[src/design/sadc_pkg.sv]
/*
  Package for the converter control sequencer: register offsets, field
  positions, reset values, mode and timing codes.
  Assumes a single 10 MHz clock domain.
*/
package sadc_pkg;
  // Register offsets on the plain register port
  localparam logic [7:0] OFF_CTRL_ONE = 8'h1c;
  localparam logic [7:0] OFF_CTRL_TWO = 8'h1d;
  localparam logic [7:0] OFF_RES_LOW_STATUS = 8'h1e;
  localparam logic [7:0] OFF_RES_HIGH = 8'h1f;

  // Control one fields
  localparam int BIT_START_TRIGGER = 7;
  localparam int POS_OP_MODE = 5;
  localparam int BIT_ANALOG_INPUT_GATE = 4;
  localparam int POS_CHANNEL = 0;
  localparam logic [7:0] RST_CTRL_ONE = 8'h10;

  // Control two fields
  localparam int BIT_LADDER_CONNECT = 5;
  localparam int BIT_CTRL_TWO_ONE = 4;
  localparam int POS_CONV_TIME = 1;
  localparam logic [7:0] RST_CTRL_TWO = 8'h10;

  // Status fields
  localparam int BIT_DONE = 5;
  localparam int BIT_BUSY = 4;
  localparam logic [9:0] RST_RESULT = 10'h000;

  // Operating modes
  localparam logic [1:0] MODE_DISABLED = 2'h0;
  localparam logic [1:0] MODE_SINGLE = 2'h1;
  localparam logic [1:0] MODE_REPEAT = 2'h3;

  // Conversion time codes and cycle counts of the high-frequency clock
  localparam logic [2:0] CT_39 = 3'h0;
  localparam logic [2:0] CT_78 = 3'h2;
  localparam logic [2:0] CT_156 = 3'h3;
  localparam logic [2:0] CT_312 = 3'h4;
  localparam logic [2:0] CT_624 = 3'h5;
  localparam logic [2:0] CT_1248 = 3'h6;
  localparam logic [10:0] CYC_39 = 11'h027;
  localparam logic [10:0] CYC_78 = 11'h04e;
  localparam logic [10:0] CYC_156 = 11'h09c;
  localparam logic [10:0] CYC_312 = 11'h138;
  localparam logic [10:0] CYC_624 = 11'h270;
  localparam logic [10:0] CYC_1248 = 11'h4e0;

  typedef enum logic [1:0] {
    ST_IDLE = 2'b01,
    ST_CONV = 2'b10
  } sadc_state_t;
endpackage : sadc_pkg

[src/design/sadc_sequencer.sv]
/*
  Converter control sequencer: control and result registers, conversion
  timing, busy and done flags, completion pulse and standby handling.
  Assumes a plain register port on CLK and an external analog core that
  presents its 10-bit code on RESULT_IN when the timed conversion ends.
*/
`timescale 1ns/100ps
// Summary of operation
// - Mode 00 disabled, 01 single software start, 11 repeat; 10 reserved.
// - Writing start trigger in a conversion mode starts; trigger self-clears.
// - On completion results, done flag and interrupt pulse update together.
// - Repeat mode restarts on same channel after each completion.
// - Writing disabled mode aborts at once; partial result discarded.
// - Busy set at start, cleared at single-mode finish, on abort, and on stop or sleep standby.
// - Reading upper result clears done; read low status first.
// - Result 9..2 in upper register; 1..0 in status bits 7..6.
// - Time code selects 39..1248 clocks; codes 001 and 111 reserved.
// - Control two bits 7..6 and status bits 3..0 read undefined.
// - Standby resets both control registers and blocks their writes.
// - Ladder connects only while converting, or always.
// - Analog input gate: 0 enables inputs, 1 disables them.
// - Four-bit channel select picks the converted input.
// - Control one resets to 0x10; results and status top bits zero.
// - After standby nothing resumes; earlier results are lost.
module sadc_sequencer
  import sadc_pkg::*;
(
  // Clock and reset
  input wire logic CLK,
  input wire logic ARST_N,
  input wire logic CE,
  // Register port
  input wire logic [7:0] ADDR,
  input wire logic [7:0] WDATA,
  input wire logic WR,
  input wire logic RD,
  output logic [7:0] RDATA,
  // Chip power state
  input wire logic STANDBY_STOP_SLOW,
  input wire logic STANDBY_SLEEP,
  // Analog core
  input wire logic [9:0] RESULT_IN,
  output logic CONV_ACTIVE,
  output logic LADDER_ON,
  output logic INPUT_GATE_OFF,
  output logic [3:0] CHANNEL,
  output logic CONVERSION_IRQ
);
  logic rst_meta_ff, rst_sync_ff;
  logic stop_meta_ff, stop_ff, sleep_meta_ff, sleep_ff;
  logic [7:0] ctrl_one_ff, ctrl_two_ff;
  logic [9:0] result_ff;
  logic done_ff, busy_ff;
  logic [10:0] count_ff;
  sadc_state_t state_ff;
  logic standby, wr_one, wr_two, rd_high, start_req, finish, abort;
  logic [1:0] mode;

  // Cycle count for a time code; reserved codes fall back to the shortest
  function automatic logic [10:0] conv_cycles(input logic [2:0] code);
    unique case (code)
      CT_78: conv_cycles = CYC_78;
      CT_156: conv_cycles = CYC_156;
      CT_312: conv_cycles = CYC_312;
      CT_624: conv_cycles = CYC_624;
      CT_1248: conv_cycles = CYC_1248;
      default: conv_cycles = CYC_39;
    endcase
  endfunction : conv_cycles

  always_ff @(posedge CLK or negedge ARST_N) begin
    if (!ARST_N) begin
      rst_meta_ff <= 1'b0;
      rst_sync_ff <= 1'b0;
    end else begin
      rst_meta_ff <= 1'b1;
      rst_sync_ff <= rst_meta_ff;
    end
  end

  // Power state pins come from outside the clock domain
  always_ff @(posedge CLK or negedge rst_sync_ff) begin
    if (!rst_sync_ff) begin
      stop_meta_ff <= 1'b0;
      stop_ff <= 1'b0;
      sleep_meta_ff <= 1'b0;
      sleep_ff <= 1'b0;
    end else if (CE) begin
      stop_meta_ff <= STANDBY_STOP_SLOW;
      stop_ff <= stop_meta_ff;
      sleep_meta_ff <= STANDBY_SLEEP;
      sleep_ff <= sleep_meta_ff;
    end
  end

  assign standby = stop_ff | sleep_ff;
  assign mode = ctrl_one_ff[POS_OP_MODE +: 2];
  assign wr_one = WR && (ADDR == OFF_CTRL_ONE) && !standby;
  assign wr_two = WR && (ADDR == OFF_CTRL_TWO) && !standby;
  assign rd_high = RD && (ADDR == OFF_RES_HIGH);
  // Trigger in disabled or reserved mode never starts anything
  assign start_req = (state_ff == ST_IDLE) && ctrl_one_ff[BIT_START_TRIGGER]
                     && (mode == MODE_SINGLE || mode == MODE_REPEAT);
  assign finish = (state_ff == ST_CONV) && (count_ff == 11'h001) && !abort;
  assign abort = standby || (mode == MODE_DISABLED) || (mode == 2'h2);

  always_ff @(posedge CLK or negedge rst_sync_ff) begin
    if (!rst_sync_ff) begin
      ctrl_one_ff <= RST_CTRL_ONE;
    end else if (CE) begin
      if (standby) begin
        ctrl_one_ff <= RST_CTRL_ONE;
      end else if (wr_one) begin
        ctrl_one_ff <= WDATA;
      end else if (start_req) begin
        ctrl_one_ff[BIT_START_TRIGGER] <= 1'b0;
      end
    end
  end

  always_ff @(posedge CLK or negedge rst_sync_ff) begin
    if (!rst_sync_ff) begin
      ctrl_two_ff <= RST_CTRL_TWO;
    end else if (CE) begin
      if (standby) begin
        ctrl_two_ff <= RST_CTRL_TWO;
      end else if (wr_two) begin
        ctrl_two_ff <= WDATA;
      end
    end
  end

  // Sequencer and conversion timer
  always_ff @(posedge CLK or negedge rst_sync_ff) begin
    if (!rst_sync_ff) begin
      state_ff <= ST_IDLE;
      count_ff <= 11'h000;
      busy_ff <= 1'b0;
    end else if (CE) begin
      unique case (state_ff)
        ST_IDLE: begin
          if (start_req && !standby) begin
            state_ff <= ST_CONV;
            count_ff <= conv_cycles(ctrl_two_ff[POS_CONV_TIME +: 3]);
            busy_ff <= 1'b1;
          end
        end
        ST_CONV: begin
          if (abort) begin
            state_ff <= ST_IDLE;
            busy_ff <= 1'b0;
          end else if (finish && mode == MODE_REPEAT) begin
            count_ff <= conv_cycles(ctrl_two_ff[POS_CONV_TIME +: 3]);
          end else if (finish) begin
            state_ff <= ST_IDLE;
            busy_ff <= 1'b0;
          end else begin
            count_ff <= count_ff - 11'h001;
          end
        end
        default: begin
          state_ff <= ST_IDLE;
          busy_ff <= 1'b0;
        end
      endcase
    end
  end

  // Results and done flag; completion wins over a clearing read
  always_ff @(posedge CLK or negedge rst_sync_ff) begin
    if (!rst_sync_ff) begin
      result_ff <= RST_RESULT;
      done_ff <= 1'b0;
      CONVERSION_IRQ <= 1'b0;
    end else if (CE) begin
      CONVERSION_IRQ <= finish;
      if (standby) begin
        result_ff <= RST_RESULT;
        done_ff <= 1'b0;
      end else if (finish) begin
        result_ff <= RESULT_IN;
        done_ff <= 1'b1;
      end else if (rd_high) begin
        done_ff <= 1'b0;
      end
    end
  end

  // Read port; undefined bits read as zero
  always_ff @(posedge CLK or negedge rst_sync_ff) begin
    if (!rst_sync_ff) begin
      RDATA <= 8'h00;
    end else if (CE) begin
      RDATA <= 8'h00;
      if (RD) begin
        unique case (ADDR)
          OFF_CTRL_ONE: RDATA <= ctrl_one_ff;
          OFF_CTRL_TWO: RDATA <= {2'h0, ctrl_two_ff[5:0]};
          OFF_RES_LOW_STATUS: RDATA <= {result_ff[1:0], done_ff, busy_ff, 4'h0};
          OFF_RES_HIGH: RDATA <= result_ff[9:2];
          default: RDATA <= 8'h00;
        endcase
      end
    end
  end

  // Analog core controls
  always_ff @(posedge CLK or negedge rst_sync_ff) begin
    if (!rst_sync_ff) begin
      CONV_ACTIVE <= 1'b0;
      LADDER_ON <= 1'b0;
      INPUT_GATE_OFF <= 1'b1;
      CHANNEL <= 4'h0;
    end else if (CE) begin
      CONV_ACTIVE <= busy_ff;
      // Standby drops the ladder so no reference current flows
      LADDER_ON <= !standby && (busy_ff || ctrl_two_ff[BIT_LADDER_CONNECT]);
      INPUT_GATE_OFF <= ctrl_one_ff[BIT_ANALOG_INPUT_GATE];
      CHANNEL <= ctrl_one_ff[POS_CHANNEL +: 4];
    end
  end
endmodule : sadc_sequencer

[config.mk]
export PLATFORM = sky130hd
export DESIGN_NAME = sadc_sequencer
export DESIGN_NICKNAME = d
export VERILOG_FILES = /design/src/design/sadc_pkg.sv /design/src/design/sadc_sequencer.sv
export SDC_FILE = /design/constraint.sdc
export NUM_CORES = 1
export LEC_CHECK = 0
export ABC_AREA = 0
export ABC_CLOCK_PERIOD_IN_PS = 4600
export BUFFER_PORTS_ARGS = -buffer_cell sky130_fd_sc_hd__buf_2
export CORE_ASPECT_RATIO = 0.9
export CORE_MARGIN = 10
export CORE_UTILIZATION = 56
export DETAILED_ROUTE_END_ITERATION = 8
export MAX_ROUTING_LAYER = met4
export PLACE_DENSITY = 0.79
export SKIP_CTS_REPAIR_TIMING = 1
export SKIP_LAST_GASP = 1
export SYNTH_ARGS = -nofsm -noshare
export SYNTH_HDL_FRONTEND = slang
export SYNTH_SLANG_ARGS = --single-unit
[constraint.sdc]
create_clock -name CLK -period 4.6 [get_ports CLK]
set_input_delay 0.46 -clock CLK [delete_from_list [all_inputs] [get_ports CLK]]
set_output_delay 0.46 -clock CLK [all_outputs]
set_load 0.01 [all_outputs]
==> After elaboration in Yosys (flattened, before gate mapping) <==
Index checks and enable logic that the tools add are counted.
{ "classes": {"n_bitwise": 1, "reduce_logical": 32, "n_div": 0, "eq_ne": 20, "addsub": 1, "n_mux": 29, "mul": 0, "n_lt_le_gt_ge": 0, "shift": 0} }
{ "op_table": {"columns": ["op", "count"], "rows": [
  ["$pmux 11 s5", 1],
  ["$mux 11", 4],
  ["$eq 8x5->1 const B", 4],
  ["$pmux 8 s4", 1],
  ["$pmux 11 s2", 1],
  ["$mux 10", 2],
  ["$mux 8", 2],
  ["$logic_and 1x1->1", 12],
  ["$mux 6", 2],
  ["$eq 11x1->1 const B", 1],
  ["$sub 11x1->11 const B", 1],
  ["$reduce_and 2->1", 5],
  ["$eq 3x3->1 const B", 3],
  ["$mux 1", 9],
  ["$mux 2", 4],
  ["$reduce_bool 2->1", 4],
  ["$mux 7", 1],
  ["$eq 2x2->1 const B", 3],
  ["$eq 3x2->1 const B", 2],
  ["$ne 3x3->1 const B", 2],
  ["$reduce_bool 3->1", 2],
  ["$reduce_and 5->1", 1],
  ["$eq 2x1->1 const B", 2],
  ["$logic_or 1x1->1", 4],
  ["9 further kinds", 10]
]} }
{ "word_totals": {"memories": 0, "mem_bits_ro": 0, "in_bits": 33, "latchBits": 0, "elab_cells": 103, "mem_bits_rw": 0, "register_bits": 61, "output_inout_bits": 16} }

==> Logic depth before layout (Yosys ltp) <==
{ "depth": {"depth_word": 9, "depth_mapped": 8, "depth_no_buf": 7} }

==> Worst setup path after synthesis <==
OpenSTA, ideal clock, no wires.
{ "synth_path": {"path_kind": "register to register", "from": "reg count_ff[0]", "to": "reg count_ff[10]", "n_path_buf": 0, "period_less_slack_ps": 2188, "path_slack_ps": 2412, "t_required_ps": 4537, "setup_ps": 63, "path_stages_with_launch": 8, "t_arrival_ps": 2125, "path_cell_list": "dfrtp_1 > inv_1 > ha_1 > or4b_4 > or4_1 > or3_1 > a21oi_1 > o32a_2"} }
{ "synth_between": {"elab_chain_len": 7, "elab_cells_between_ends": 11, "cone_classes": "1 x add/sub; 2 x eq/ne; 4 x mux; 4 x reduce/logical"} }
{ "synth_rtl": {"columns": ["item", "line_no", "source"], "rows": [
  ["start, declared", "sadc_sequencer.sv:54", "logic [10:0] count_ff;"],
  ["start signal, assigned", "sadc_sequencer.sv:144", "count_ff <= conv_cycles(ctrl_two_ff[POS_CONV_TIME +: 3]);"],
  ["start signal, assigned", "sadc_sequencer.sv:153", "count_ff <= conv_cycles(ctrl_two_ff[POS_CONV_TIME +: 3]);"],
  ["start signal, assigned", "sadc_sequencer.sv:158", "count_ff <= count_ff - 11'h001;"],
  ["branches (longest 7 deep; another with $sub 11x1->11)", null, null]
]} }
Several ways; the timed one is not identified. The select of a mux whose other input is x is not followed.
A chain may end at the register's enable or synchronous reset.

==> Worst setup path after layout <==
{ "layout_path": {"from": "reg sleep_ff", "to": "reg result_ff[4]"} }
{ "layout_between": {"elab_chain_len": 7, "elab_cells_between_ends": 8, "cone_classes": "1 x mux; 1 x bitwise; 6 x reduce/logical"} }
{ "layout_rtl": {"columns": ["item", "line_no", "source"], "rows": [
  ["start, declared", "sadc_sequencer.sv:50", "logic stop_meta_ff, stop_ff, sleep_meta_ff, sleep_ff;"],
  ["start signal, assigned", "sadc_sequencer.sv:92", "sleep_ff <= sleep_meta_ff;"],
  ["$or 1x1->1 (*)", "sadc_sequencer.sv:96", "assign standby = stop_ff | sleep_ff;"],
  ["$logic_or 1x1->1 (2 in series)", "sadc_sequencer.sv:105", "assign abort = standby || (mode == MODE_DISABLED) || (mode == 2'h2);"],
  ["$logic_not 1->1", "sadc_sequencer.sv:104", "assign finish = (state_ff == ST_CONV) && (count_ff == 11'h001) && !abort;"],
  ["$logic_and 1x1->1", "sadc_sequencer.sv:104", null],
  ["$reduce_bool 2->1 (no line)", null, null],
  ["$reduce_and 2->1 (no line)", null, null],
  ["end signal, assigned", "sadc_sequencer.sv:172", "result_ff <= RST_RESULT;"],
  ["end signal, assigned", "sadc_sequencer.sv:178", "result_ff <= RST_RESULT;"],
  ["end signal, assigned", "sadc_sequencer.sv:181", "result_ff <= RESULT_IN;"],
  ["end, declared", "sadc_sequencer.sv:52", "logic [9:0] result_ff;"]
]} }
Every way passes the cells marked *; elsewhere a longest branch is shown, timed or not.

==> results.cfg <==
[synth]
synthDistinctLibCells = 51
syn_area_um2 = 3059
synth.yosys.warnings = 0
synth_fa_ha_area_share_pct = 0.8180
synth-main-ff-cell = dfrtp_1
synth_fp_nets = 335
synth_top_family_by_area = simple AND/OR/NAND/NOR gates
synth_top_area_share_pct = 45.81
synth_xor_area_share_pct = 0.5726
ys_async_sr_fraction_pct = 100.0
synth.largest_area_cell = dfrtp_1
synthMuxAreaShare_pct = 13.21
synth.top_cells.by_count = dfrtp_1 (56), o21ai_0 (36), nand2_1 (28), mux2_2 (23), nand3_1 (17)
yosysMostFrequentCell = dfrtp_1
ys_top_cells_by_area = dfrtp_1 (46%), mux2_2 (8.5%), o21ai_0 (5.9%), dfstp_2 (3.4%), nand2_1 (3.4%)
synthCells = 300
ys_ff_latch = 60
synth_area_per_cell_um2 = 10.20
synth-simple-area-share_pct = 16.11
synth_edf_count = 0
synth_compound_area_share_pct = 15.66
ys_seq_area_share_pct = 49.24

[clocking]
cts-root-buf = clkbuf_8
clk_latency_ns = 0.34
cts_buffers = 9
h-tree-depth = 3
cts_tree = yes
clkTransAtPathRegs_ns = 0.07
cts_buffer_depth = 2
clkSinkCount = 60

[floorplanning]
rows = 25
fp.dieW_um = 97.91
chipHeight_um = 90.12
io_pins = 49
dieArea_um2 = 8823
core_um2 = 5286
start_util_pct = 57.87

[routing]
firstDrtPassIters = 4
final_antenna_net_count = 0
drc = 0
drt-initial-drc-count = 152
vias = 2467
post_drt_wl_per_cell_um = 17.36
viasPerCell = 5.916
routed_wl_mm = 7.241

[placed_design]
dp_hpwl_mm = 5.078
place_congestion = 0.8377
pre_cts_ws_ns = 2.269
place_area_um2 = 3329
port_buffers = 48

[timing]
rsz0062_at_grt = false
setup_viol = 0
finalCritPeriodShare_pct = 52.03
slew_viol_final = 0
worst_pin_slew_ns = 1.045
clock_skew_ns = 0.007617
period_needed_ns = 2.393
fmax_mhz = 417.9
maxSlewHeadroom_pct = 29.62
setup_slack_ns = 2.207
hold_viol = 0
tns_ns = 0

[grt]
grt_max_degree = 59
use_met3_pct = 5.815
gr-usage-met1_pct = 22.42
grt_pass1_wl_mm = 12.63
grt-ovfl-total = 0
grt_busiest_layer = met2
grt_use_total_pct = 17.73
antenna_found_initial = 0
globalRouteMet2Util_pct = 26.76
first_global_vias = 2521

[final_layout]
final_nets = 380
final_area_um2 = 3576
final_layout_size_suffix_gt1_share_pct = 28.86
syn_to_final_growth_pct = 16.89
antenna_cells = 0

[power]
p_total_mw = 1.277
p_leak_nw = 1.655
power.density_nw_per_um2 = 357.1
max-vdd-ir-drop_mv = 0.2430

[setup_path]
required_ns = 4.79
r2r_slack_ns = 2.21
path_max_fanout = 22
cpMostUsedCell = and3_1
cp_slowest_cell = nor2_1
cp.arrival_ns = 2.58
critPathMaxStageDelay_ns = 0.79
path_cells = nor2_1, and3_1, and3_1, o21ai_0
startpoint_type = register
path_class = register to register
crit_family = simple AND/OR/NAND/NOR gates
cp-end-kind = register
cp_num_buf_inv = 0

[run]
maxCapViolations = 0

[outcome]
outcome = completed

[worst_hold_path]
hp-class = input port to register
==> flip-flops by register name, indices dropped and copies added, names as in the netlist, 4 cells and up <==
signal / count
CHANNEL: 4
RDATA: 8
count_ff: 11
ctrl_one_ff: 8
ctrl_two_ff: 6
result_ff: 10
==> final timing paths <==
path	startpoint	to	cells past startpoint
worst max register to register	sleep_ff	result_ff[4]	4
worst min-delay path	RESULT_IN[3]	result_ff[3]	3
worst min register to register	rst_meta_ff	rst_sync_ff	0
max in group asynchronous	rst_sync_ff	result_ff[5]	1
min in group asynchronous	rst_sync_ff	count_ff[4]	1
worst max-delay path	sleep_ff	result_ff[4]	4
==> metal layers <==
layer | vias to the layer above | share of wire, %
met2 | 76 | 48
met1 | 1208 | 45
li1 | 1173 | -
met3 | 10 | 6.1
met4 | 0 | 1.3
met5 | - | 0
==> cell usage in the layout (no fill, tap or decap), types with 3 or more instances in the layout <==
master and n:
buf_2 48, and3_1 4, nor2_1 9, mux2i_1 10, o21ai_0 36, and2_1 7
dfstp_2 4, clkbuf_8 12, o211ai_1 3, nand2_1 28, nor3_1 7, a22o_1 6
nand2b_1 7, a21o_1 3, a21oi_1 7, mux2_2 23, inv_1 16, dfrtp_1 55
nand3_1 17
==> layout make-up <==
cell class / count / area (um^2)
well taps: 67 / 83.83
fillers: 428 / 1710
clock buffers: 13 / 168.9
multi-input cells: 207 / 1423
clock inverters: 3 / 67.56
flip-flops and latches: 60 / 1508
repair buffers: 51 / 265.3
inverters: 16 / 60.06
==> tightest hold or removal path: stages <==
cell	delay [ns]
buf_2	0.07
nand2_1	0.03
o21ai_0	0.06
==> cells by family after synthesis <==
group	after synthesis
and+or+nand+nor	94
AOI/OAI and AO/OA	73
DFF	60
muxes	35
buffers and inverters	33
adders and majority gates	2
xor gates and xnor gates	2
other	1
==> per-stage QoR <==
step,hold slack (ns),std cells,util [%]
after floorplan,0.1644,300,-
after global placement,0.2447,400,62.98
after detailed placement,0.2464,400,62.98
after CTS,-0.1225,416,67.46
after global routing,0.3215,417,67.65
final,0.3257,417,67.65
==> where the power goes <==
part           internal [mW]  switching, mW  leakage (nW)  total, mW
logic                 0.0644         0.0736         0.747      0.138
clock network          0.350          0.205         0.116      0.555
registers              0.555         0.0291         0.792      0.584
No activity file was read; power rests on OpenSTA's default activity.
